`src/rtl/pmoc_map.vh`:
```
// constants for the power-module command interpreter: command codes, field positions, reset values
// assumes a byte-level front end that has already framed the bus transaction
// Summary of operation
// - run-control bits 7:6: 00 immediate off, 01 soft off, 10 enable at margin
// - run-control bits 5:4: 00 nominal, 01 margin low, 10 margin high
// - run-control bits 3:2: 10 acts on voltage faults when margined, 01 ignores them
// - config bit 4 zero: run whenever powered, regardless of enable pin
// - config bit 3 zero: ignore run-control on/off field; one: require run
// - config bit 2 zero: ignore enable pin; one: pin must be asserted
// - config bit 1 is pin polarity: 0 active low, 1 active high
// - config bit 0 picks pin turn-off style: 0 soft, 1 immediate
// - fault-clear send-byte clears every fault status bit
// - every supported command stays readable whatever the write lock holds
// - lock 0x80 blocks all but lock; 0x40 adds run-control, page; 0x20 adds config, vout
// - lock 0x00 accepts writes to all commands but the read-only feature byte
// - store-default copies current configuration into the default store
// - restore-default reloads configuration from the default store
// - store-user saves settings changed since last restore into user store
// - restore-user reloads user store, also done automatically at power-up
// - read-only feature byte, bit 7 zero means no packet error checking
// - margin-high selects the separate margin-high target value
`ifndef PMOC_MAP_VH
`define PMOC_MAP_VH
`define PMOC_CMD_PAGE 8'h00
`define PMOC_CMD_RUN 8'h01
`define PMOC_CMD_CFG 8'h02
`define PMOC_CMD_CLRF 8'h03
`define PMOC_CMD_LOCK 8'h10
`define PMOC_CMD_STD 8'h11
`define PMOC_CMD_RSD 8'h12
`define PMOC_CMD_STU 8'h15
`define PMOC_CMD_RSU 8'h16
`define PMOC_CMD_FEAT 8'h19
`define PMOC_CMD_VOUT 8'h21
`define PMOC_CMD_MHI 8'h25
`define PMOC_CMD_MLO 8'h26
`define PMOC_LOCK_ALL 8'h80
`define PMOC_LOCK_OPER 8'h40
`define PMOC_LOCK_CTRL 8'h20
`define PMOC_LOCK_NONE 8'h00
`define PMOC_RUN_ON_HI 7
`define PMOC_RUN_ON_LO 6
`define PMOC_RUN_MG_HI 5
`define PMOC_RUN_MG_LO 4
`define PMOC_RUN_FA_HI 3
`define PMOC_RUN_FA_LO 2
`define PMOC_ON_IMM 2'h0
`define PMOC_ON_SOFT 2'h1
`define PMOC_ON_RUN 2'h2
`define PMOC_MG_NOM 2'h0
`define PMOC_MG_LOW 2'h1
`define PMOC_MG_HIGH 2'h2
`define PMOC_FA_IGN 2'h1
`define PMOC_FA_ACT 2'h2
`define PMOC_CFG_PWRUP 4
`define PMOC_CFG_BUS 3
`define PMOC_CFG_PIN 2
`define PMOC_CFG_POL 1
`define PMOC_CFG_IMM 0
`define PMOC_FEAT_PEC 7
`define PMOC_RST_RUN 8'h04
`define PMOC_RST_CFG 8'h1E
`define PMOC_RST_LOCK 8'h00
`define PMOC_RST_FEAT 8'h00
`define PMOC_RST_VOUT 16'h0000
`define PMOC_RST_MHI 16'h0000
`define PMOC_RST_MLO 16'h0000
`define PMOC_NV_RUN 2'h0
`define PMOC_NV_CFG 2'h1
`define PMOC_NV_LOCK 2'h2
`endif

```
`src/rtl/pmoc_nv_store.v`:
```
// small configuration store: two banks (default, user) of four bytes each
// assumes one write or one read per cycle; read data registered
`timescale 1ns/1ns
module pmoc_nv_store (
   input wire clock_i,
   input wire arst_n_i,
   input wire wr_en_i,
   input wire [2:0] wr_addr_i,
   input wire [7:0] wr_data_i,
   input wire [2:0] rd_addr_i,
   output reg [7:0] rd_data_o
);
`include "pmoc_map.vh"
   reg [7:0] mem_r [0:7];
   integer i;
   // reset models factory contents; both banks start at the configuration reset values
   always @(posedge clock_i or negedge arst_n_i) begin
      if (!arst_n_i) begin
         for (i = 0; i < 8; i = i + 1) begin
            mem_r[i] <= 8'h00;
         end
         mem_r[0] <= `PMOC_RST_RUN;
         mem_r[1] <= `PMOC_RST_CFG;
         mem_r[4] <= `PMOC_RST_RUN;
         mem_r[5] <= `PMOC_RST_CFG;
         rd_data_o <= 8'h00;
      end else begin
         if (wr_en_i) begin
            mem_r[wr_addr_i] <= wr_data_i;
         end
         rd_data_o <= mem_r[rd_addr_i];
      end
   end
endmodule

```
`src/rtl/pmoc_cmd_ctrl.v`:
```
// command interpreter for run/margin control, on/off sources, write lock, fault clear and store/restore
// assumes a framed byte front end: one-cycle cmd_valid_i with code and data; reads answered next cycle
`timescale 1ns/1ns
module pmoc_cmd_ctrl (
   input wire clock_i,
   input wire arst_n_i,
   input wire cmd_valid_i,
   input wire cmd_write_i,
   input wire cmd_send_i,
   input wire [7:0] cmd_code_i,
   input wire [15:0] cmd_data_i,
   input wire enable_pin_i,
   input wire power_ok_i,
   input wire fault_set_i,
   output reg [15:0] rd_data_o,
   output reg rd_valid_o,
   output reg busy_o,
   output reg comm_fault_o,
   output reg fault_o,
   output reg out_run_o,
   output reg off_imm_o,
   output reg [15:0] vout_target_o,
   output reg act_on_faults_o
);
`include "pmoc_map.vh"
   localparam ST_IDLE = 3'h0;
   localparam ST_BOOT = 3'h1;
   localparam ST_STORE = 3'h2;
   localparam ST_LOAD = 3'h3;
   localparam ST_LOADW = 3'h4;

   reg [7:0] run_r;
   reg [7:0] cfg_r;
   reg [7:0] lock_r;
   reg [15:0] vout_r;
   reg [15:0] mhi_r;
   reg [15:0] mlo_r;
   reg [2:0] dirty_r;
   reg [2:0] st_r;
   reg bank_r;
   reg [1:0] idx_r;
   reg [1:0] idx_d_r;
   reg store_user_r;
   reg comm_fault_r;

   wire nv_wr_en;
   wire [2:0] nv_wr_addr;
   wire [7:0] nv_wr_data;
   wire [2:0] nv_rd_addr;
   wire [7:0] nv_rd_data;
   reg [7:0] cur_byte;
   // slot 3 of each bank is spare; the store walk skips it and the restore stops before it

   always @* begin
      case (idx_r)
         `PMOC_NV_RUN: cur_byte = run_r;
         `PMOC_NV_CFG: cur_byte = cfg_r;
         `PMOC_NV_LOCK: cur_byte = lock_r;
         default: cur_byte = 8'h00;
      endcase
   end

   assign nv_wr_en = (st_r == ST_STORE) && (idx_r != 2'h3) && (!store_user_r || dirty_r[idx_r]);
   assign nv_wr_addr = {bank_r, idx_r};
   assign nv_wr_data = cur_byte;
   assign nv_rd_addr = {bank_r, idx_r};

   pmoc_nv_store u_store (
      .clock_i(clock_i),
      .arst_n_i(arst_n_i),
      .wr_en_i(nv_wr_en),
      .wr_addr_i(nv_wr_addr),
      .wr_data_i(nv_wr_data),
      .rd_addr_i(nv_rd_addr),
      .rd_data_o(nv_rd_data)
   );

   reg wr_allowed;
   always @* begin
      case (lock_r)
         `PMOC_LOCK_NONE: wr_allowed = 1'b1;
         `PMOC_LOCK_CTRL: wr_allowed = (cmd_code_i == `PMOC_CMD_LOCK) || (cmd_code_i == `PMOC_CMD_RUN) ||
            (cmd_code_i == `PMOC_CMD_PAGE) || (cmd_code_i == `PMOC_CMD_CFG) || (cmd_code_i == `PMOC_CMD_VOUT);
         `PMOC_LOCK_OPER: wr_allowed = (cmd_code_i == `PMOC_CMD_LOCK) || (cmd_code_i == `PMOC_CMD_RUN) ||
            (cmd_code_i == `PMOC_CMD_PAGE);
         // the lock stays writable at every level, else a locked part could never be opened
         `PMOC_LOCK_ALL: wr_allowed = (cmd_code_i == `PMOC_CMD_LOCK);
         // other lock values treated as open
         default: wr_allowed = 1'b1;
      endcase
   end

   wire run_ok = (cmd_data_i[`PMOC_RUN_ON_HI:`PMOC_RUN_ON_LO] != 2'h3) &&
      (cmd_data_i[`PMOC_RUN_MG_HI:`PMOC_RUN_MG_LO] != 2'h3) &&
      ((cmd_data_i[`PMOC_RUN_FA_HI:`PMOC_RUN_FA_LO] == `PMOC_FA_IGN) ||
      (cmd_data_i[`PMOC_RUN_FA_HI:`PMOC_RUN_FA_LO] == `PMOC_FA_ACT));
   wire is_sendcmd = (cmd_code_i == `PMOC_CMD_CLRF) || (cmd_code_i == `PMOC_CMD_STD) ||
      (cmd_code_i == `PMOC_CMD_RSD) || (cmd_code_i == `PMOC_CMD_STU) || (cmd_code_i == `PMOC_CMD_RSU);
   // commands are only taken while the sequencer is idle; the busy term of bad_cmd catches the rest
   wire take_wr = cmd_valid_i && cmd_write_i && (st_r == ST_IDLE);
   wire take_send = cmd_valid_i && cmd_send_i && (st_r == ST_IDLE);
   // store commands write the nonvolatile banks, so the lock guards them too; fault clear is always allowed
   wire send_ok = wr_allowed || (cmd_code_i == `PMOC_CMD_CLRF);
   wire bad_cmd = (take_wr && (!wr_allowed || (cmd_code_i == `PMOC_CMD_RUN && !run_ok) ||
      cmd_code_i == `PMOC_CMD_FEAT)) || (take_send && (!is_sendcmd || !send_ok)) ||
      (cmd_valid_i && st_r != ST_IDLE);
   wire good_wr = take_wr && !bad_cmd;
   wire good_send = take_send && !bad_cmd;

   // busy follows the next sequencer state, so it drops in the very cycle commands are taken again
   wire seq_last = ((st_r == ST_STORE) && (idx_r == 2'h3)) || ((st_r == ST_LOADW) && (idx_r == 2'h2));
   wire seq_start = good_send && (cmd_code_i != `PMOC_CMD_CLRF);
   wire busy_nxt = ((st_r != ST_IDLE) && !seq_last) || seq_start;

   // control and store sequencer
   always @(posedge clock_i or negedge arst_n_i) begin
      if (!arst_n_i) begin
         run_r <= `PMOC_RST_RUN;
         cfg_r <= `PMOC_RST_CFG;
         lock_r <= `PMOC_RST_LOCK;
         vout_r <= `PMOC_RST_VOUT;
         mhi_r <= `PMOC_RST_MHI;
         mlo_r <= `PMOC_RST_MLO;
         dirty_r <= 3'h0;
         // restore user at power-up
         // both stores reload their factory contents on this reset too, so the power-up restore brings back factory values
         st_r <= ST_BOOT;
         bank_r <= 1'b1;
         idx_r <= 2'h0;
         idx_d_r <= 2'h0;
         store_user_r <= 1'b0;
      end else begin
         case (st_r)
            ST_IDLE: begin
               if (good_wr) begin
                  case (cmd_code_i)
                     `PMOC_CMD_RUN: begin
                        run_r <= cmd_data_i[7:0];
                        dirty_r[0] <= 1'b1;
                     end
                     `PMOC_CMD_CFG: begin
                        cfg_r <= cmd_data_i[7:0];
                        dirty_r[1] <= 1'b1;
                     end
                     `PMOC_CMD_LOCK: begin
                        lock_r <= cmd_data_i[7:0];
                        dirty_r[2] <= 1'b1;
                     end
                     `PMOC_CMD_VOUT: vout_r <= cmd_data_i;
                     `PMOC_CMD_MHI: mhi_r <= cmd_data_i;
                     `PMOC_CMD_MLO: mlo_r <= cmd_data_i;
                     default: ;
                  endcase
               end
               if (good_send) begin
                  idx_r <= 2'h0;
                  case (cmd_code_i)
                     `PMOC_CMD_STD: begin
                        st_r <= ST_STORE;
                        bank_r <= 1'b0;
                        store_user_r <= 1'b0;
                     end
                     `PMOC_CMD_STU: begin
                        st_r <= ST_STORE;
                        bank_r <= 1'b1;
                        store_user_r <= 1'b1;
                     end
                     `PMOC_CMD_RSD: begin
                        st_r <= ST_LOAD;
                        bank_r <= 1'b0;
                     end
                     `PMOC_CMD_RSU: begin
                        st_r <= ST_LOAD;
                        bank_r <= 1'b1;
                     end
                     default: ;
                  endcase
               end
            end
            ST_BOOT: begin
               idx_r <= 2'h0;
               st_r <= ST_LOAD;
            end
            ST_STORE: begin
               idx_r <= idx_r + 2'h1;
               if (idx_r == 2'h3) begin
                  st_r <= ST_IDLE;
               end
            end
            // registered read: address in one cycle, data the next
            ST_LOAD: begin
               idx_d_r <= idx_r;
               st_r <= ST_LOADW;
            end
            ST_LOADW: begin
               case (idx_d_r)
                  `PMOC_NV_RUN: run_r <= nv_rd_data;
                  `PMOC_NV_CFG: cfg_r <= nv_rd_data;
                  `PMOC_NV_LOCK: lock_r <= nv_rd_data;
                  default: ;
               endcase
               if (idx_r == 2'h2) begin
                  st_r <= ST_IDLE;
                  // nothing stays pending for a later store-user once a restore is done
                  dirty_r <= 3'h0;
               end else begin
                  idx_r <= idx_r + 2'h1;
                  st_r <= ST_LOAD;
               end
            end
            default: st_r <= ST_IDLE;
         endcase
      end
   end

   wire pin_on = cfg_r[`PMOC_CFG_POL] ? enable_pin_i : !enable_pin_i;
   wire bus_on = run_r[`PMOC_RUN_ON_HI:`PMOC_RUN_ON_LO] == `PMOC_ON_RUN;

   wire run_req = (!cfg_r[`PMOC_CFG_BUS] || bus_on) && (!cfg_r[`PMOC_CFG_PIN] || pin_on);

   wire run_want = power_ok_i && (!cfg_r[`PMOC_CFG_PWRUP] || run_req);
   // pin-off takes the pin style, otherwise the bus field decides
   wire pin_off = cfg_r[`PMOC_CFG_PWRUP] && cfg_r[`PMOC_CFG_PIN] && !pin_on;

   reg [7:0] rd_mux;
   always @* begin
      case (cmd_code_i)
         `PMOC_CMD_RUN: rd_mux = run_r;
         `PMOC_CMD_CFG: rd_mux = cfg_r;
         `PMOC_CMD_LOCK: rd_mux = lock_r;
         `PMOC_CMD_FEAT: rd_mux = `PMOC_RST_FEAT;
         default: rd_mux = 8'h00;
      endcase
   end

   reg [15:0] rd_word;
   always @* begin
      case (cmd_code_i)
         `PMOC_CMD_VOUT: rd_word = vout_r;
         `PMOC_CMD_MHI: rd_word = mhi_r;
         `PMOC_CMD_MLO: rd_word = mlo_r;
         default: rd_word = {8'h00, rd_mux};
      endcase
   end

   always @(posedge clock_i or negedge arst_n_i) begin
      if (!arst_n_i) begin
         rd_data_o <= 16'h0000;
         rd_valid_o <= 1'b0;
         busy_o <= 1'b1;
         comm_fault_o <= 1'b0;
         comm_fault_r <= 1'b0;
         fault_o <= 1'b0;
         out_run_o <= 1'b0;
         off_imm_o <= 1'b0;
         vout_target_o <= `PMOC_RST_VOUT;
         act_on_faults_o <= 1'b1;
      end else begin
         // a read during a store or restore is still answered, but it counts as a refused command
         rd_valid_o <= cmd_valid_i && !cmd_write_i && !cmd_send_i;
         rd_data_o <= (cmd_valid_i && !cmd_write_i && !cmd_send_i) ? rd_word : 16'h0000;
         busy_o <= busy_nxt;
         // clear all faults; new fault wins
         // a clear that meets a new fault in one cycle is lost, so the host never misses that fault
         if (bad_cmd || fault_set_i) begin
            comm_fault_r <= bad_cmd | comm_fault_r;
            comm_fault_o <= bad_cmd | comm_fault_r;
            fault_o <= 1'b1;
         end else if (good_send && cmd_code_i == `PMOC_CMD_CLRF) begin
            comm_fault_r <= 1'b0;
            comm_fault_o <= 1'b0;
            fault_o <= 1'b0;
         end
         out_run_o <= run_want;
         off_imm_o <= pin_off ? cfg_r[`PMOC_CFG_IMM] : (run_r[`PMOC_RUN_ON_HI:`PMOC_RUN_ON_LO] == `PMOC_ON_IMM);
         case (run_r[`PMOC_RUN_MG_HI:`PMOC_RUN_MG_LO])
            `PMOC_MG_LOW: vout_target_o <= mlo_r;
            `PMOC_MG_HIGH: vout_target_o <= mhi_r;
            default: vout_target_o <= vout_r;
         endcase
         act_on_faults_o <= (run_r[`PMOC_RUN_MG_HI:`PMOC_RUN_MG_LO] == `PMOC_MG_NOM) ||
            (run_r[`PMOC_RUN_FA_HI:`PMOC_RUN_FA_LO] == `PMOC_FA_ACT);
      end
   end
endmodule

```
`config.mk`:
```
export PLATFORM = sky130hd
export DESIGN_NAME = pmoc_cmd_ctrl
export DESIGN_NICKNAME = d
export VERILOG_FILES = /design/src/rtl/pmoc_nv_store.v /design/src/rtl/pmoc_cmd_ctrl.v
export VERILOG_INCLUDE_DIRS = /design/src /design/src/rtl
export SDC_FILE = /design/constraint.sdc
export NUM_CORES = 1
export LEC_CHECK = 0
export BUFFER_PORTS_ARGS = -buffer_cell sky130_fd_sc_hd__buf_2
export CAP_MARGIN = 15
export CORE_ASPECT_RATIO = 1.4
export CORE_MARGIN = 2
export CORE_UTILIZATION = 55
export CTS_BUF_LIST = sky130_fd_sc_hd__clkbuf_4 sky130_fd_sc_hd__clkbuf_8 sky130_fd_sc_hd__clkbuf_16
export DETAILED_ROUTE_END_ITERATION = 10
export GPL_TIMING_DRIVEN = 0
export HOLD_SLACK_MARGIN = 0.08
export PLACE_DENSITY = 0.78
export REMOVE_ABC_BUFFERS = 1
export SYNTH_ARGS = -nofsm -noshare
export SYNTH_HDL_FRONTEND = slang
export SYNTH_SLANG_ARGS = --single-unit
```
`constraint.sdc`:
```
create_clock -name clock_i -period 6.9 [get_ports clock_i]
set_clock_uncertainty 0.15 [all_clocks]
set_input_delay 1.035 -clock clock_i [delete_from_list [all_inputs] [get_ports clock_i]]
set_output_delay 1.035 -clock clock_i [all_outputs]
set_load 0.005 [all_outputs]
```
==> metrics.md, run 1 <==
| Metric | Value |
|---|---|
| Crit path buf inv count | 2 |
| Post-synthesis sequential area ratio | 0.542 |
| Tcrit/Tclk final | 0.642 |
| Area grow syn2layout | 12.1% |
| Number of port buffers | 70 |
| FMAX | 226 MHz |
| Dpl cells | 963 |
| Initial drt markers | 754 |
| Combinational power share | 0.219 |
| Vias in the first global route | 6624 |
| Final hold viol count | 0 |
| Cell Chain, Critical Path | buf_2 > or4b_1 > nor3b_2 > and2_1 > inv_1 > nor3_4 > mux2_2 |
| Setup TNS | 0 ns |
| FF+latch area | just under 0.005 mm2 |
| Min Clock Period, post-route | 4.43 ns |
| CTS tree | done |
| Fill count | 1196 |
| Top cell type's share of synthesized area | 0.487 |
| Top cells by count, synth | dfrtp_1, mux2_2, nor2_1, a22oi_1 |
| Router iterations before antenna repair | 7 |
| Internal cell power | 2.17 mW |
| Slowest CP cell | nor3_4 |
| Layout Nets | between 800 and 900 |
| Num Clock Sinks | roughly 200 |
| EDFF count, synth | 0 |
| Post-detail-place hpwl | 14600 um |
| Layout cells sized above 1 | 0.366 |
| # diodes | 0 |
| Hold WC Path Type | reg -> reg |
| Die Span X | 112 um |
| Total gr overflow | 0 |
| Psw | 1.00 mW |
| Data required, critical path | 7.08 ns |
| Post-Synthesis Cells | 731 |
| Power Total | 3.17 mW |
| Leakage power | 4.76 nW |
| Maximum VDD drop | around 0.22 mV |
| Crit. End Element | flip-flop |
| Post-synth cell types | 63 |
| Post-synthesis register bit count | 195 |
| Initial antenna violation count | 0 |
| Drt drc | 0 |
| Clock-pin slew on the worst setup and hold paths | 0.07 ns |
| Initial core utilization | 0.560 |
| # H-tree levels | 4 |
| Switching part of the total | 0.316 |
| Crit path kind | in -> reg |
| Synth async-reset ratio | 1.00 |
| Largest area contributor in the netlist | dfrtp_1 |
| Critical Path Source Type | input pin |
| Max cap viols | 0 |
| Crit-path max FO | 18 |
| Mapped Area | 0.00905 mm2 |
| Total wire length | 21300 um |
| Skew-Pair Late Insertion Delay | about 0.44 ns |
| Power share of the sequential group | 0.476 |
| Worst slew pin tran | roughly 1.2 ns |
| Root buf cell | clkbuf_16 |
| WL/cell | 21.4 um |
| Fin cells | 995 |
| Post-CTS Setup Bufs | 0 |
| Synth Flop Type | dfrtp_1 |
| Warnings from Yosys | 0 |
| Worst Path Arrival | 4.61 ns |
| Area of the multi-input gates | 0.00393 mm2 |
| Via count | approximately 6400 |
| Num CTS Buffers | 17 |
| Final worst slack | 2.47 ns |
| DR vias/cell | 6.41 |
| Tot GR Track Use | 0.251 |
| Synth area leaders | dfrtp_1, mux2_2, dfstp_2 |
| CP top delay family | simple AND/OR/NAND/NOR gates |
| Final instance area | 0.0101 mm2 |
| DIE AREA | 0.0175 mm2 |
| Status | finished clean |
| Average cell area after synthesis | 12.4 um2 |
| Power Dens Cells | 312 mW/mm2 |
| Core ar. | 0.0162 mm2 |
| WHS | 0.354 ns |
| Hold buffer count at CTS | 0 |
| Post-CTS Resized | 0 |
| RSZ-0062 raised after global routing | no |
| Setup-failing EPs final | 0 |
| Largest net degree at the start of global routing | 108 |
| Clk pwr share | 0.305 |
| Post-Route Utilization | 0.628 |
| Die Height | roughly 160 um |
| Pre-CTS setup slack | 2.07 ns |
| Site Rows | 55 |
| First-pass GRT wire length | 34300 um |
| Max stage delay on crit path | 0.85 ns |
| CTS Buffer Depth | 2 |
| Placer Congestion | 0.871 |
| Slew Viols, Final | 0 |
| I/O pin total | 71 |
| Max transition margin | 0.174 |
| Placed Area | 0.00954 mm2 |
| Antenna-violating nets left | 0 |
| Cell with the most instances after synthesis | dfrtp_1 |
## cell families (layout without fill, tap and decap cells)
family | count (synthesis) | count (layout) | synth area share
buf+inv | 56 | 121 | 0.0257
fa+ha+maj | 7 | 7 | 0.00968
flops | 195 | 195 | 0.542
mux | 164 | 164 | 0.208
simple gates | 158 | 158 | 0.0921
compound gates | 149 | 149 | 0.121
xor+xnor | 2 | 2 | 0.00194
## power groups by stage
| stage | Combinational, mW | Clock, mW | Sequential [mW] |
|---|---|---|---|
| 2_1_floorplan | 0.460 | 0 | 1.48 |
| 3_3_place_gp | 0.622 | 0 | 1.53 |
| 3_5_place_dp | 0.653 | 0 | 1.54 |
| 4_1_cts | 0.657 | 0.978 | 1.52 |
| 5_1_grt | 0.760 | 1.03 | 1.53 |
| 6_report | 0.695 | 0.968 | 1.51 |
## placed cells by master (no fill, tap or decap), drive strengths merged, types with 22 or more instances in the layout
master,instances
dfrtp,176
mux2,150
buf,73
nor2,53
a22oi,31
nand2,29
a21oi,28
a222oi,22
clkbuf,22
## flip-flops by register name (all words and copies together) (netlist names)
signal             cells
act_on_faults_o        1
bank_r                 1
st_r                   3
u_store.mem_r         64
busy_o                 1
rd_valid_o             1
off_imm_o              1
comm_fault_r           1
idx_d_r                2
vout_target_o         16
out_run_o              1
store_user_r           1
idx_r                  2
run_r                  8
rd_data_o             16
lock_r                 8
cfg_r                  8
u_store.rd_data_o      8
mlo_r                 16
dirty_r                3
mhi_r                 16
vout_r                16
fault_o                1
## worst register-to-register path, cell delays in order (launching register included)
cell and delay [ns]:
dfrtp_1 0.90, nor2b_1 0.59, nand2_1 0.12, a31oi_1 0.39, and2_1 0.26, nand3_1 0.46
mux2_2 0.47
## area by class of cell
type | count | share of cell area
clock buffers | 22 | 0.0475
repair buffers | 73 | 0.0420
inverters | 17 | 0.00629
clock inverters | 9 | 0.00937
well taps | 199 | 0.0245
flip-flops and latches | 195 | 0.483
multi-input cells | 480 | 0.387
## metal layers
metal | GRT usage | vias to the layer above | wire, um
met5 | 0 | - | 0
met4 | 0.132 | 0 | 753
met3 | 0.0458 | 56 | 1040
met2 | 0.442 | 259 | 11400
met1 | 0.290 | 3205 | 8130
li1 | - | 2854 | -
## final timing paths
path	endpoint	depth (start not counted)	from	slack, ns
worst max-delay path	mlo_r[9]	7	cmd_code_i[4]	2.47
worst min-delay path	u_store.mem_r[1]	1	u_store.mem_r[1]	0.35
worst max register to register	u_store.mem_r[60]	6	idx_r[0]	3.44
worst min register to register	u_store.mem_r[1]	1	u_store.mem_r[1]	0.35
max in group asynchronous	cfg_r[3]	2	arst_n_i	5.20
min in group asynchronous	mhi_r[10]	1	arst_n_i	0.46
No activity file was read; power rests on OpenSTA's default activity.
==> run 2, diff against run 1 <==
Settings changed: ABC_AREA from default to 1, CORE_UTILIZATION 55 to 54, PLACE_DENSITY 0.78 to 0.8.
Clock period 6.9 ns to 3.8 ns, I/O delays scaled along.
==> run 2 against run 1 <==
  * Setup slack got worse by 2.2 ns
  * Via count increased by 20%
  * Largest cell class unchanged
  * First-iteration DRC count up 2.1%
  * Critical endpoint is now mhi_r[4]
  * Non-clock buffer count is 2 higher
==> metrics.md, run 2 <==
| Metric | Value |
|---|---|
| DIE AREA | 0.0182 mm2 (+4.1%) |
| Layout Nets | 1187 (+44%) |
| Setup-failing EPs final | 0 (unchanged) |
| Initial drt markers | 770 (+2.1%) |
| Synth area leaders | dfrtp_1, nand2_1, inv_1 |
| # diodes | 0 (unchanged) |
| Site Rows | 56 (+1.8%) |
| Commonest non-fill, non-tap cell in the layout | nand2_1 |
| WL/cell | 16.7 um (-22%) |
| Final hold viol count | 0 (unchanged) |
| Setup TNS | 0 ns (unchanged) |
| Worst slew pin tran | 1.13 ns (-0.0967 ns) |
| Max cap viols | 0 (unchanged) |
| Power Dens Cells | 618 mW/mm2 (+98%) |
| DR vias/cell | 5.63 (-12%) |
| Average cell area after synthesis | 8.52 um2 (-31%) |
| Post-Route Utilization | 0.614 (-0.0134) |
| Clock-pin slew on the worst setup and hold paths | 0.07 ns (about the same) |
| Placed Area | 0.00968 mm2 (+1.4%) |
| Layout cells sized above 1 | 0.136 (-0.229) |
| Total gr overflow | 0 (unchanged) |
| Largest net degree at the start of global routing | 109 (+0.93%) |
| Post-CTS Resized | 0 (unchanged) |
| Tcrit/Tclk final | 0.926 |
| Most flop-heavy register | u_store.mem_r |
| Tot GR Track Use | 0.256 (+0.00509) |
| Post-synthesis register bit count | 195 (unchanged) |
| Mapped Area | 0.00927 mm2 (+2.4%) |
| First-pass GRT wire length | 36900 um (+7.3%) |
| EDFF count, synth | 0 (unchanged) |
| Hold EP | fault_o |
| Status | finished clean |
| Initial core utilization | 0.551 (-0.00872) |
| Setup slack, reg-to-reg | 0.50 ns (-2.94 ns) |
| RSZ-0062 raised after global routing | no |
| I/O pin total | 71 (unchanged) |
| Min Clock Period, post-route | 3.52 ns |
| Initial antenna violation count | 0 (unchanged) |
| Largest area contributor in the netlist | dfrtp_1 |
| Beginning of the critical path | cmd_code_i[1] |
| Skew-Pair Late Insertion Delay | 0.44 ns (about the same) |
| Worst r2r src | idx_r[1] |
| Post-detail-place hpwl | 16200 um (+11%) |
| Leakage power | 4.90 nW (+3.0%) |
| CTS Buffer Depth | 2 (unchanged) |
| Maximum VDD drop | 0.362 mV (+67%) |
| Crit-path max FO | 31 (+13) |
| Num CTS Buffers | 17 (unchanged) |
| Root buf cell | clkbuf_16 |
| Vias in the first global route | 7615 (+15%) |
| Critical Path Source Type | input pin |
| Hold WC Path Type | in -> reg |
| Top cells by count, synth | nand2_1, dfrtp_1, inv_1, o21ai_0, nand3_1 |
| Number of port buffers | 70 (unchanged) |
| Synth async-reset ratio | 1.00 (unchanged) |
| Router iterations before antenna repair | 5 (-2) |
| Crit path kind | in -> reg |
| Worst Path Arrival | 3.65 ns (-0.96 ns) |
| Warnings from Yosys | 0 (unchanged) |
| Fill count | 1380 (+15%) |
| Total wire length | 22800 um (+7.2%) |
| Area of the multi-input gates | 0.00356 mm2 (-9.4%) |
| Num Clock Sinks | 195 (unchanged) |
| Commonest cells after routing, fill and taps aside | nand2_1, dfrtp_1, inv_1 |
| Core ar. | 0.0168 mm2 (+4.0%) |
| Max transition margin | 0.243 (+0.0692) |
| Final instance area | 0.0103 mm2 (+1.8%) |
| Die Span X | 115 um (+2.0%) |
| Post-Synthesis Cells | 1088 (+49%) |
| FF+latch area | 0.00490 mm2 (unchanged) |
| FMAX | about 280 MHz |
| CTS tree | done |
| Antenna-violating nets left | 0 (unchanged) |
| Drt drc | 0 (unchanged) |
| Worst r2r dst | u_store.mem_r[42] |
| Synth Flop Type | dfrtp_1 |
| WHS Path Cells | 3 (+2) |
| Top cell type's share of synthesized area | 0.475 (-0.0112) |
| R2R cell count | 6 (unchanged) |
| Placer Congestion | 0.940 (+7.9%) |
| Slew Viols, Final | 0 (unchanged) |
| Die Height | 159 um (+2.1%) |
| # H-tree levels | 4 (unchanged) |
| Post-synthesis sequential area ratio | 0.529 (-0.0125) |
| Area grow syn2layout | 11.5% |
| Crit. End Element | flip-flop |
| Power Total | 6.38 mW (+100%) |
| Data required, critical path | 3.93 ns (-3.15 ns) |
| Post-synth cell types | 42 (-33%) |
| Via count | 7678 (+20%) |
| Hold Crit Start | fault_set_i |
| Cell with the most instances after synthesis | nand2_1 |
| Largest register FFs | 64 (unchanged) |
==> run 2: cell count changes in the layout (fill, tap and decap cells not counted), moves of 14 or more <==
| cell | delta |
|---|---|
| mux2_2 | -150 |
| o22ai_1 | +29 |
| inv_1 | +124 |
| nand2_1 | +296 |
| a22oi_1 | -27 |
| o21ai_0 | +63 |
| nor2_1 | -14 |
| nand3_1 | +22 |
| o21a_1 | +34 |
| a222oi_1 | -22 |
| o21ai_1 | +29 |
==> run 2: worst max-delay path by stage <==
| stage | endpoint | slack [ns] | cells after the start |
|---|---|---|---|
| 2_1_floorplan | rd_data_o[6] | 1.23 | 9 |
| 3_3_place_gp | u_store.mem_r[36] | -1.11 | 1 |
| 3_5_place_dp | mhi_r[4] | 0.02 | 9 |
| 4_1_cts | mhi_r[4] | 0.41 | 9 |
| 5_1_grt | mhi_r[4] | 0.20 | 9 |
| 6_report | mhi_r[4] | 0.28 | 9 |
==> run 2: cells by family (layout without fill, tap and decap cells) <==
group / after synthesis / in the layout / synth area share
buffers and inverters: 184 / 257 / 0.0867
DFF: 195 / 195 / 0.529
AOI/OAI and AO/OA: 249 / 249 / 0.165
xor gates and xnor gates: 2 / 2 / 0.00189
adders and majority gates: 7 / 7 / 0.00945
and+or+nand+nor: 451 / 451 / 0.208
==> run 2: final cells by class <==
type                       count  area share
sequential                   195       0.475
multi-input combinational    709       0.345
inverter                     150      0.0545
clock buffer                  23      0.0462
timing repair buffer          75      0.0402
tap                          203      0.0246
clock inverter                 9      0.0151
==> run 2: where the power goes <==
group          switching [mW]  internal, mW
combinational            1.16         0.532
clock                   0.775          1.16
sequential              0.240          2.52
total                    2.17          4.20
==> run 2: critical path, stage by stage <==
cell and delay [ns]:
buf_2 0.13, inv_2 0.06, nand2_2 0.07, nor3_1 0.24
inv_1 0.09, nor2_1 0.82, clkinv_1 0.70, nor2_4 0.76
o21ai_0 0.20
==> run 2: repair_timing <==
action | in CTS | in global routing
endpoints found under the hold margin | 83 | 0
buffers inserted | 0 | 0
hold buffers | 1 | 0
==> run 2: metal layers <==
layer / wire, um / up-vias / share of wire / track usage
li1: - / 3688 / - / -
met1: 8910 / 3652 / 0.39 / 0.290
met2: 12000 / 263 / 0.52 / 0.451
met3: 997 / 75 / 0.044 / 0.0445
met4: 969 / 0 / 0.042 / 0.138
met5: 0 / - / 0 / 0
==> run 2: per-stage QoR <==
stage	instances	setup slack (ns)	hold slack, ns
6_report	1364	0.279	0.192
5_1_grt	1364	0.205	0.211
4_1_cts	1363	0.406	0.189
3_5_place_dp	1330	0.0162	0.311
3_3_place_gp	1327	-1.11	0.309
2_1_floorplan	1054	1.23	0.124
